<file path="src/ipcf_consts.vh">
// Register map, reset values and timing constants of the input conditioning block
`ifndef IPCF_CONSTS_VH
`define IPCF_CONSTS_VH

`define IPCF_OFS_CATCH_SEL 8'h00
`define IPCF_OFS_FILT_G0 8'h04
`define IPCF_OFS_FILT_G1 8'h08
`define IPCF_OFS_SCAN 8'h0c
`define IPCF_OFS_IMAGE 8'h10
`define IPCF_OFS_LEVEL 8'h14

`define IPCF_CATCH_SEL_RST 8'h00
`define IPCF_FILT_CODE_W 4
`define IPCF_FILT_CODE_RST 4'h4
`define IPCF_FILT_CODE_MAX 4'ha
`define IPCF_MS_W 11

`define IPCF_GROUP_SIZE 7
`define IPCF_CLK_NS 8
`define IPCF_TICK_NS 1000000
`define IPCF_TICK_CYCLES (`IPCF_TICK_NS / `IPCF_CLK_NS)

`define IPCF_RESP_OKAY 2'h0
`define IPCF_RESP_SLVERR 2'h2

`endif

</file>
<file path="src/ipcf_chan.v">
// One input point: pin synchroniser, on/off delay filter and rising edge pulse
`timescale 1ns/1ns
`include "ipcf_consts.vh"

module ipcf_chan (
  input wire aclk,
  input wire aresetn,
  input wire pin,
  input wire tick_ms,
  input wire [`IPCF_MS_W-1:0] limit_ms,
  output reg filtered,
  output reg rise
);

  reg sync1;
  reg sync2;
  reg last;
  reg [`IPCF_MS_W-1:0] age_ms;

  always @(posedge aclk) begin
    if (!aresetn) begin
      sync1 <= 1'b0;
      sync2 <= 1'b0;
      last <= 1'b0;
      rise <= 1'b0;
      filtered <= 1'b0;
      age_ms <= {`IPCF_MS_W{1'b0}};
    end else begin
      sync1 <= pin;
      sync2 <= sync1;
      last <= sync2;
      rise <= sync2 & ~last;
      // Age restarts on any raw change
      if (sync2 != last) begin
        age_ms <= {`IPCF_MS_W{1'b0}};
      end else if (tick_ms && age_ms != {`IPCF_MS_W{1'b1}}) begin
        age_ms <= age_ms + {{(`IPCF_MS_W-1){1'b0}}, 1'b1};
      end
      // Strictly past the delay, first tick may be partial; both directions
      if (sync2 == last && (age_ms > limit_ms || limit_ms == {`IPCF_MS_W{1'b0}})) begin
        filtered <= last;
      end
    end
  end

endmodule

</file>
<file path="src/ipcf_top.v">
// Pulse catch and input filter for the eight built-in input points, AXI4-Lite slave
`timescale 1ns/1ns
`include "ipcf_consts.vh"

// Notes on behaviour
// - Points 0-1 catch pulses down to 10 us
// - Points 2-7 catch pulses of 50 us
// - Caught pulse shows one scan, then clears
// - Catch exists only on eight built-in points
// - Unselected points act as plain filtered inputs
// - Filter delays both edges, rejects short changes
// - Filter codes 0..1000 ms, default 10 ms
// - One filter time for points 0-6, another for point 7
// - Group filter applies to every point's level; catch path bypasses it
module ipcf_top #(
  parameter NUM_POINTS = 8,
  parameter TICK_CYCLES = `IPCF_TICK_CYCLES
) (
  input wire aclk,
  input wire aresetn,
  input wire [NUM_POINTS-1:0] builtin_input_points,
  output reg [NUM_POINTS-1:0] input_image,
  input wire [7:0] s_axi_awaddr,
  input wire s_axi_awvalid,
  output reg s_axi_awready,
  input wire [31:0] s_axi_wdata,
  input wire [3:0] s_axi_wstrb,
  input wire s_axi_wvalid,
  output reg s_axi_wready,
  output reg [1:0] s_axi_bresp,
  output reg s_axi_bvalid,
  input wire s_axi_bready,
  input wire [7:0] s_axi_araddr,
  input wire s_axi_arvalid,
  output reg s_axi_arready,
  output reg [31:0] s_axi_rdata,
  output reg [1:0] s_axi_rresp,
  output reg s_axi_rvalid,
  input wire s_axi_rready
);

  // Filter code to delay in milliseconds
  function [`IPCF_MS_W-1:0] code_ms;
    input [`IPCF_FILT_CODE_W-1:0] code;
    begin
      case (code)
        4'h0: code_ms = 11'd0;
        4'h1: code_ms = 11'd1;
        4'h2: code_ms = 11'd2;
        4'h3: code_ms = 11'd5;
        4'h4: code_ms = 11'd10;
        4'h5: code_ms = 11'd20;
        4'h6: code_ms = 11'd50;
        4'h7: code_ms = 11'd100;
        4'h8: code_ms = 11'd200;
        4'h9: code_ms = 11'd500;
        default: code_ms = 11'd1000;
      endcase
    end
  endfunction

  // Register decode shared by read and write paths
  function mapped;
    input [7:0] addr;
    begin
      case (addr)
        `IPCF_OFS_CATCH_SEL, `IPCF_OFS_FILT_G0, `IPCF_OFS_FILT_G1,
        `IPCF_OFS_SCAN, `IPCF_OFS_IMAGE, `IPCF_OFS_LEVEL: mapped = 1'b1;
        default: mapped = 1'b0;
      endcase
    end
  endfunction

  reg [NUM_POINTS-1:0] catch_sel;
  reg [`IPCF_FILT_CODE_W-1:0] filt_g0;
  reg [`IPCF_FILT_CODE_W-1:0] filt_g1;
  reg [NUM_POINTS-1:0] pending;
  reg scan_pulse;
  reg tick_ms;
  reg [31:0] tick_cnt;
  reg aw_held;
  reg w_held;
  reg [7:0] aw_addr;
  reg [31:0] w_data;
  reg [3:0] w_strb;
  wire [NUM_POINTS-1:0] level;
  wire [NUM_POINTS-1:0] rise;
  wire [`IPCF_MS_W-1:0] ms_g0;
  wire [`IPCF_MS_W-1:0] ms_g1;
  wire do_write;

  assign ms_g0 = code_ms(filt_g0);
  assign ms_g1 = code_ms(filt_g1);
  assign do_write = aw_held & w_held & ~s_axi_bvalid;

  // Millisecond tick
  always @(posedge aclk) begin
    if (!aresetn) begin
      tick_cnt <= 32'h0;
      tick_ms <= 1'b0;
    end else if (tick_cnt >= TICK_CYCLES - 1) begin
      tick_cnt <= 32'h0;
      tick_ms <= 1'b1;
    end else begin
      tick_cnt <= tick_cnt + 32'h1;
      tick_ms <= 1'b0;
    end
  end

  genvar i;
  generate
    for (i = 0; i < NUM_POINTS; i = i + 1) begin : g_pt
      ipcf_chan u_chan (
        .aclk(aclk),
        .aresetn(aresetn),
        .pin(builtin_input_points[i]),
        .tick_ms(tick_ms),
        .limit_ms((i < `IPCF_GROUP_SIZE) ? ms_g0 : ms_g1),
        .filtered(level[i]),
        .rise(rise[i])
      );

      // Catch, then one scan on, one scan back to the level
      always @(posedge aclk) begin
        if (!aresetn) begin
          pending[i] <= 1'b0;
          input_image[i] <= 1'b0;
        end else begin
          if (catch_sel[i] && rise[i]) begin
            pending[i] <= 1'b1;
          end else if (scan_pulse) begin
            pending[i] <= 1'b0;
          end
          if (scan_pulse) begin
            input_image[i] <= (catch_sel[i] & pending[i]) | level[i];
          end
        end
      end
    end
  endgenerate

  // Write channel
  always @(posedge aclk) begin
    if (!aresetn) begin
      s_axi_awready <= 1'b0;
      s_axi_wready <= 1'b0;
      s_axi_bvalid <= 1'b0;
      s_axi_bresp <= `IPCF_RESP_OKAY;
      aw_held <= 1'b0;
      w_held <= 1'b0;
      aw_addr <= 8'h00;
      w_data <= 32'h0;
      w_strb <= 4'h0;
      catch_sel <= `IPCF_CATCH_SEL_RST;
      filt_g0 <= `IPCF_FILT_CODE_RST;
      filt_g1 <= `IPCF_FILT_CODE_RST;
      scan_pulse <= 1'b0;
    end else begin
      scan_pulse <= 1'b0;
      if (s_axi_awvalid && s_axi_awready) begin
        aw_held <= 1'b1;
        aw_addr <= s_axi_awaddr;
        s_axi_awready <= 1'b0;
      end else if (!aw_held && !s_axi_bvalid) begin
        s_axi_awready <= 1'b1;
      end
      if (s_axi_wvalid && s_axi_wready) begin
        w_held <= 1'b1;
        w_data <= s_axi_wdata;
        w_strb <= s_axi_wstrb;
        s_axi_wready <= 1'b0;
      end else if (!w_held && !s_axi_bvalid) begin
        s_axi_wready <= 1'b1;
      end
      if (do_write) begin
        aw_held <= 1'b0;
        w_held <= 1'b0;
        s_axi_bvalid <= 1'b1;
        s_axi_bresp <= mapped(aw_addr) ? `IPCF_RESP_OKAY : `IPCF_RESP_SLVERR;
        if (w_strb[0]) begin
          case (aw_addr)
            `IPCF_OFS_CATCH_SEL: catch_sel <= w_data[NUM_POINTS-1:0];
            `IPCF_OFS_FILT_G0: begin
              if (w_data[`IPCF_FILT_CODE_W-1:0] <= `IPCF_FILT_CODE_MAX) begin
                filt_g0 <= w_data[`IPCF_FILT_CODE_W-1:0];
              end
            end
            `IPCF_OFS_FILT_G1: begin
              if (w_data[`IPCF_FILT_CODE_W-1:0] <= `IPCF_FILT_CODE_MAX) begin
                filt_g1 <= w_data[`IPCF_FILT_CODE_W-1:0];
              end
            end
            `IPCF_OFS_SCAN: scan_pulse <= 1'b1;
            default: scan_pulse <= 1'b0;
          endcase
        end
      end else if (s_axi_bvalid && s_axi_bready) begin
        s_axi_bvalid <= 1'b0;
      end
    end
  end

  // Read channel
  always @(posedge aclk) begin
    if (!aresetn) begin
      s_axi_arready <= 1'b0;
      s_axi_rvalid <= 1'b0;
      s_axi_rdata <= 32'h0;
      s_axi_rresp <= `IPCF_RESP_OKAY;
    end else if (s_axi_arvalid && s_axi_arready) begin
      s_axi_arready <= 1'b0;
      s_axi_rvalid <= 1'b1;
      s_axi_rresp <= mapped(s_axi_araddr) ? `IPCF_RESP_OKAY : `IPCF_RESP_SLVERR;
      case (s_axi_araddr)
        `IPCF_OFS_CATCH_SEL: s_axi_rdata <= {{(32-NUM_POINTS){1'b0}}, catch_sel};
        `IPCF_OFS_FILT_G0: s_axi_rdata <= {{(32-`IPCF_FILT_CODE_W){1'b0}}, filt_g0};
        `IPCF_OFS_FILT_G1: s_axi_rdata <= {{(32-`IPCF_FILT_CODE_W){1'b0}}, filt_g1};
        `IPCF_OFS_IMAGE: s_axi_rdata <= {{(32-NUM_POINTS){1'b0}}, input_image};
        `IPCF_OFS_LEVEL: s_axi_rdata <= {{(32-NUM_POINTS){1'b0}}, level};
        default: s_axi_rdata <= 32'h0;
      endcase
    end else if (s_axi_rvalid && s_axi_rready) begin
      s_axi_rvalid <= 1'b0;
    end else if (!s_axi_rvalid) begin
      s_axi_arready <= 1'b1;
    end
  end

endmodule

</file>
<file path="config.mk">
export PLATFORM = sky130hd
export DESIGN_NAME = ipcf_top
export DESIGN_NICKNAME = d
export VERILOG_FILES = /design/src/ipcf_chan.v /design/src/ipcf_top.v
export VERILOG_INCLUDE_DIRS = /design/src
export SDC_FILE = /design/constraint.sdc
export NUM_CORES = 1
export LEC_CHECK = 0
export BUFFER_PORTS_ARGS = -buffer_cell sky130_fd_sc_hd__buf_2
export CAP_MARGIN = 10
export CORE_MARGIN = 2
export CORE_UTILIZATION = 60
export CTS_CLUSTER_SIZE = 25
export DETAILED_ROUTE_END_ITERATION = 12
export GPL_TIMING_DRIVEN = 0
export HOLD_SLACK_MARGIN = 0.02
export MAX_ROUTING_LAYER = met4
export PLACE_DENSITY = 0.77
export SETUP_SLACK_MARGIN = 0.5
export SYNTH_ARGS = -nofsm -noshare
export SYNTH_HDL_FRONTEND = slang
export SYNTH_HIERARCHICAL = 1
export SYNTH_SLANG_ARGS = --single-unit
export TNS_END_PERCENT = 100
</file>
<file path="constraint.sdc">
create_clock -name aclk -period 3.1 [get_ports aclk]
set_clock_uncertainty 0.05 [all_clocks]
set_input_delay 0.93 -clock aclk [delete_from_list [all_inputs] [get_ports aclk]]
set_output_delay 0.93 -clock aclk [all_outputs]
set_load 0.02 [all_outputs]
</file>
# After elaboration in Yosys (flattened, before gate mapping)
# Memories as Yosys holds them, arrays and structs flattened. A register that Yosys moved wholly into a read port is not among the register bits.
# Cells that the tools add are included.
# W data, S select, Z words.
# totals
regBits,254
romBits,320
output_inout_bits,49
wordCells,280
memories,2
# classes
add_sub_neg,9
order_cmp,10
eq_ne,34
muxes,28
bitwise,38
n_reduce_logical,76
# mem_list
memory,words,width,read_ports,rd_clocked_by_memory_dff,wr,line_no,rtl
(no name shown),16,10,1,1,0,ipcf_top.v:46,case (code)
(no name shown),16,10,1,1,0,ipcf_top.v:46,
# ops
operator,n
$add A11 B1 Y11 const B,8
$gt A11 B11 Y1,8
$ne A11 B11 Y1 const B,8
$pmux W8 S5,1
$add A32 B1 Y32 const B,1
$eq A8 B4 Y1 const B,4
$eq A8 B5 Y1 const B,4
$ge A32 B17 Y1 const B,1
$logic_and A1 B1 Y1,31
$reduce_or A2 Y1,13
$logic_not A11 Y1,2
$mux W1,21
$reduce_bool A2 Y1,10
$and A1 B1 Y1,18
$eq A8 B3 Y1 const B,2
$logic_not A8 Y1,2
$mux W4,4
$not A1 Y1,12
$reduce_or A6 Y1,2
$eq A1 B1 Y1,8
$logic_or A1 B1 Y1,8
$ne A1 B1 Y1,8
$or A1 B1 Y1,8
$reduce_and A4 Y1,2
other kinds (5),9

# Logic depth before layout (Yosys ltp)
# depth
ltp_word,6
depth_mapped,11
mapped_depth_nobuf,10

# By module
# Netlist, hierarchy kept.
# modules_own_cells
mod,n_inst,cells_per_inst,area_per_inst_um2,seq_area_each_um2
ipcf_chan,8,118,988.4,320.3
ipcf_top,1,564,5082.4,2402.3

# Worst setup path before layout
# No wires, ideal clock.
# synth_path
kind,register to register
start,register s_axi_bvalid
end,register ms_g1[2] (netlist name)
setup_time_ns,0.134
arrival_ns,2.331
t_required_ns,2.916
path_slack_ns,0.585
path_stages_with_launch,12
period_less_slack_ns,2.515
cell_sequence,dfxtp_1 -> nand3b_1 -> or4_4 -> buf_6 -> o21ai_0 -> a21o_1 -> inv_1 -> ha_1 -> mux2i_1 -> o21ai_0 -> nor2_1 -> a211oi_1
# synth_via
elab_chain_len,5
# synth_rtl
item,line_no,rtl
start: declaration,ipcf_top.v:31,"output reg s_axi_bvalid,"
start signal: assignment,ipcf_top.v:147,s_axi_bvalid <= 1'b0;
start signal: assignment,ipcf_top.v:178,s_axi_bvalid <= 1'b1;
start signal: assignment,ipcf_top.v:198,s_axi_bvalid <= 1'b0;
$not A1 Y1,ipcf_top.v:94,assign do_write = aw_held & w_held & ~s_axi_bvalid;
$and A1 B1 Y1,ipcf_top.v:94,
$reduce_and A4 Y1 (no line),-,
$mux W4 (no line) (2 in a row),-,
# No other way between the ends.
# A chain may end at the register's enable or synchronous reset.

# Final worst setup path
# layout_path
start,register aw_addr[1]
end,register ms_g1[2] (netlist name)
# layout_via
elab_chain_len,4
# layout_rtl
item,line_no,rtl
start: declaration,ipcf_top.v:83,reg [7:0] aw_addr;
start signal: assignment,ipcf_top.v:162,aw_addr <= s_axi_awaddr;
$eq A8 B4 Y1,ipcf_top.v:181,case (aw_addr)
$reduce_and A4 Y1 (no line),-,
$mux W4 (no line) (2 in a row),-,
# No other way between the ends.

==> out/metrics.sh <==
DRC=0
PATH_CELLS='or3_4, or4_4, buf_8, o21ai_2, a21o_1, inv_2, ha_4, mux2i_1, o21ai_1, nor2_1, a211oi_2'
POSTPLACECELLAREA_SQ_MM=0.01385
CP_NUM_BUF_INV=2
SETUP_VIOL_COUNT_FINAL=0
CTS.HTREE.LEVELS=1
CRITICAL_PATH.MAX_FANOUT=7
GRT_ANTENNA_BEFORE_REPAIR=0
MAXCAPVIOLATIONS=0
SYNTH_SIMPLE_GATE_AREA_SHARE_PCT=25.56
CLOCK_TREE_FROM_TRITONCTS='done'
CTS.PATH.MAX_BUFFERS=3
ROUTE.VIAS.TOTAL=11045
CELL_TYPES_OCCUPYING_THE_MOST_AREA_AFTER_SYNTHESIS='sky130_fd_sc_hd__dfxtp_1 (38%), sky130_fd_sc_hd__ha_1 (11%), sky130_fd_sc_hd__a21oi_1 (4.9%), sky130_fd_sc_hd__inv_1 (4.0%), sky130_fd_sc_hd__nand2_1 (3.7%)'
CP-END-KIND='flop'
CRIT_REQUIRED_PS=3460
POWER.IR.VDD_WORST_mV=0.4246
WL_MET2_UM=14560
DIE_HEIGHT_UM=151.1
AREA.GROWTH.SYNTH_TO_FINAL_PCT=16.61
POWER_mW=7.080
CRITICAL_PATH.TOP_DELAY_FAMILY='simple AND/OR/NAND/NOR gates'
SYNTH.YOSYS.SEQ_AREA_SHARE_PCT=38.22
FIN_SETUP_TNS_PS=0
WL_MET1_UM=13510
FILLERS=1658
YOSYS_MOST_USED_DFF='sky130_fd_sc_hd__dfxtp_1'
CTS_ROOT_BUFFER='sky130_fd_sc_hd__clkbuf_16'
DETAILEDROUTE.FIRSTITERATIONVIOLATIONS=607
AREA.SEQUENTIAL_SQ_MM=0.004972
VIA_PER_INST=5.621
GLOBALROUTEOVERFLOWTOTAL=0
SYNTH_EDF_COUNT=0
FINAL_CORE_UTILIZATION_PCT=71.60
GRT_PASS1_WL_UM=49600
POWER_LEAKAGE_nW=6.379
SYNTH_FA_HA_AREA_SHARE_PCT=11.08
MET3ROUTEDLENGTH_UM=1908
CORE_SQ_MM=0.02115
PWR_DENSITY_CELL_mW_PER_MM2=467.4
NETLIST-CELL-TYPE-COUNT=60
AREA_FRACTION_IN_COMPOUND_GATES_AFTER_SYNTHESIS_PCT=11.37
SYNTHCELLS=1508
CRITICAL_PATH_ARRIVAL_PS=2970
SYNTH_XOR_AREA_SHARE_PCT=4.248
FINAL_LAYOUT_SIZE_SUFFIX_GT1_SHARE_PCT=14.02
GRT_START_MAX_NET_PINS=63
MAXIMUM_SINGLE_STAGE_DELAY_ON_THE_CRITICAL_PATH_PS=550
FINAL_HOLD_VIOL_COUNT=0
POSTSYNTH.ASYNCRESETSHARE_PCT=0
GR-USAGE-ALL-LAYERS_PCT=27.63
CP_SLOWEST_CELL='sky130_fd_sc_hd__or4_4'
CRITICAL_PATH_CLASS='flop to flop'
TRITONCTS.NUM_BUFFERS=27
INSERTEDDIODECOUNT=0
HP-CLASS='flop to flop'
FINAL_MAX_SLEW_VIOL_COUNT=0
CLOCK.FMAX_MHz=382.9
RSZ0062_AT_GRT='true'
FINISH.NET_COUNT=1852
VIAS_IN_THE_FIRST_GLOBAL_ROUTE=10251
FINAL_GP_CONGESTION=0.9511
MULTIPLEXER_SHARE_OF_THE_SYNTHESIZED_AREA_PCT=2.928
NUMPORTBUFFERS=61
YOSYSTOPAREACELL='sky130_fd_sc_hd__dfxtp_1'
YS_SEQ_ELEMENTS=248
MAX-SLEW-MARGIN-REL_PCT=45.63
CTS.SINK_COUNT=248
FINAL_MIN_PERIOD_OVER_CLOCK_PERIOD_PCT=84.24
SYNTHESIS.YOSYS.WARNINGS=6
AREA_SHARE_OF_THE_LEADING_CELL_TYPE_IN_THE_SYNTHESIZED_NETLIST_PCT=38.22
WIRELENGTH_UM=31010
FIRST_PASS_ITERS=5
DIE_WIDTH_UM=151.1
CLOCK_INSERTION_DELAY_AT_THE_LATER_PIN_OF_THE_SKEW_REPORT_PS=550
TOP_LAYER_USED='met4'
SYN-CELL-AREA_SQ_MM=0.01299
RUN_STATUS='complete, no violations'
ROUTED_WIRE_LENGTH_PER_INSTANCE_UM=15.78
FINAL_PERIOD_MINUS_WORST_SETUP_SLACK_PS=2612
DIEAREA_SQ_MM=0.02284
MULTI_INPUT_COMB_AREA_SQ_MM=0.007579
WORST_SETUP_PATH_START_KIND='flop'
ANT_NETS=0
PIN_COUNT=116
SYNTH_TOP_FAMILY_BY_AREA='simple AND/OR/NAND/NOR gates'
HPWL_UM=21130
CLKSLEWWORSTSETUPHOLDPATHS_PS=60
FLOORPLAN.ROWS=53
SETUP.REG_TO_REG.WORST_SLACK_PS=490
FINAL_CELL_AREA_SQ_MM=0.01515
START_UTIL_PCT=61.41
FIN_CELLS=1965
DP.CELLS=1900
POST_SYNTH.CELL_AREA_AVG_SQ_UM=8.614
TIMING_WORST_SLEW_PIN_VALUE_PS=814.5
## per-layer routing
| metal | vias to the layer above | track usage (%) |
|---|---|---|
| li1 | 5542 | - |
| met1 | 5095 | 34.75 |
| met2 | 337 | 46.09 |
| met3 | 71 | 3.464 |
| met4 | 0 | 9.579 |
| met5 | - | - |
## Yosys cell counts, types with 3 or more instances
cell type / number
sky130_fd_sc_hd__and4b_2: 8
sky130_fd_sc_hd__a211oi_1: 19
sky130_fd_sc_hd__o21ai_1: 8
sky130_fd_sc_hd__ha_1: 115
sky130_fd_sc_hd__nand4_2: 8
sky130_fd_sc_hd__mux2i_1: 29
sky130_fd_sc_hd__nand3b_1: 10
sky130_fd_sc_hd__nand2_1: 127
sky130_fd_sc_hd__nor3_1: 53
sky130_fd_sc_hd__nand2_4: 8
sky130_fd_sc_hd__nor2_1: 126
sky130_fd_sc_hd__buf_1: 4
sky130_fd_sc_hd__and2_1: 50
sky130_fd_sc_hd__a21oi_1: 127
sky130_fd_sc_hd__nand3_1: 76
sky130_fd_sc_hd__and4_1: 11
sky130_fd_sc_hd__a22oi_1: 9
sky130_fd_sc_hd__xnor2_1: 37
sky130_fd_sc_hd__dfxtp_1: 248
sky130_fd_sc_hd__xor2_1: 26
sky130_fd_sc_hd__and4_4: 8
sky130_fd_sc_hd__o31ai_1: 8
sky130_fd_sc_hd__mux2_2: 8
sky130_fd_sc_hd__nor4_1: 28
sky130_fd_sc_hd__and3_1: 11
sky130_fd_sc_hd__a221oi_1: 5
sky130_fd_sc_hd__nand2b_1: 7
sky130_fd_sc_hd__o21ai_0: 44
sky130_fd_sc_hd__buf_4: 26
sky130_fd_sc_hd__a21o_1: 6
sky130_fd_sc_hd__clkbuf_1: 27
sky130_fd_sc_hd__a2111oi_0: 11
sky130_fd_sc_hd__nand4_1: 29
sky130_fd_sc_hd__nor4b_1: 8
sky130_fd_sc_hd__nor4_4: 9
sky130_fd_sc_hd__a2bb2oi_1: 3
sky130_fd_sc_hd__nor2b_1: 3
sky130_fd_sc_hd__inv_1: 139
## kinds of logic (layout without fill, tap and decap cells)
group | count (synthesis) | count (layout)
mux | 37 | 37
other cells | 1 | 57
compound gates | 252 | 252
flops | 248 | 248
simple gates | 593 | 593
buf+inv | 199 | 325
xor+xnor | 63 | 63
fa+ha+maj | 115 | 115
## layout make-up
type / instances / area share, %
timing repair buffer: 77 / 3.007
clock buffer: 45 / 5.634
clock inverter: 4 / 0.5617
inverter: 140 / 3.469
tap: 275 / 2.272
buffer: 59 / 2.197
sequential: 248 / 32.83
multi-input combinational: 1117 / 50.03
## sequential cells by signal, indices dropped and copies added, names as in the netlist, 10 cells and up
| name | count |
|---|---|
| tick_cnt | 32 |
| g_pt.u_chan/age_ms | 88 |
| ms_g1 | 10 |
| ms_g0 | 10 |
## timing repair
action,in CTS,in global routing
setup buffers,5,10
hold buffers,0,0
endpoints found under the setup margin,16,12
resized for setup,20,35
pin swaps,4,19
## power breakdown
part,switching [mW],internal [mW]
logic,0.271,0.155
clock network,1.31,2.04
registers,0.0509,3.26
## stage by stage
| stage | hold WS, ps | worst slack (ps) |
|---|---|---|
| after floorplan | 361.8 | 584.8 |
| after global placement | 364.2 | -721.1 |
| after detailed placement | 369.1 | -726.1 |
| after CTS | 385.6 | 465.6 |
| after global routing | 388.7 | 449.1 |
| final | 376.0 | 488.5 |
## worst paths after layout
check | startpoint | end | depth (start not counted)
hold / removal | g_pt[1].u_chan/sync1 | g_pt[1].u_chan/sync2 | 1
setup reg to reg | aw_addr[1] | ms_g1[2] | 11
hold reg to reg | g_pt[1].u_chan/sync1 | g_pt[1].u_chan/sync2 | 1
setup / recovery | aw_addr[1] | ms_g1[2] | 11
## worst register-to-register path: stages (launching register included)
cell and delay (ps):
sky130_fd_sc_hd__dfxtp_2 320, sky130_fd_sc_hd__or3_4 420, sky130_fd_sc_hd__or4_4 560, sky130_fd_sc_hd__buf_8 160, sky130_fd_sc_hd__o21ai_2 100, sky130_fd_sc_hd__a21o_1 160, sky130_fd_sc_hd__inv_2 90, sky130_fd_sc_hd__ha_4 170
sky130_fd_sc_hd__mux2i_1 160, sky130_fd_sc_hd__o21ai_1 90, sky130_fd_sc_hd__nor2_1 130, sky130_fd_sc_hd__a211oi_2 60
## cells in the final DEF (no fill, tap or decap), drive strengths merged, types with 9 or more instances in the layout
cell type,instances
dfxtp,248
inv,141
nand2,135
a21oi,127
nor2,127
ha,115
buf,109
nand3,78
clkbuf,72
conb,57
nor3,54
o21ai,52
and2,50
xnor2,37
nand4,37
nor4,37
mux2i,29
xor2,26
a211oi,19
and4,19
and3,11
a2111oi,11
nand3b,10
a22oi,9
No activity file was read; power rests on OpenSTA's default activity.
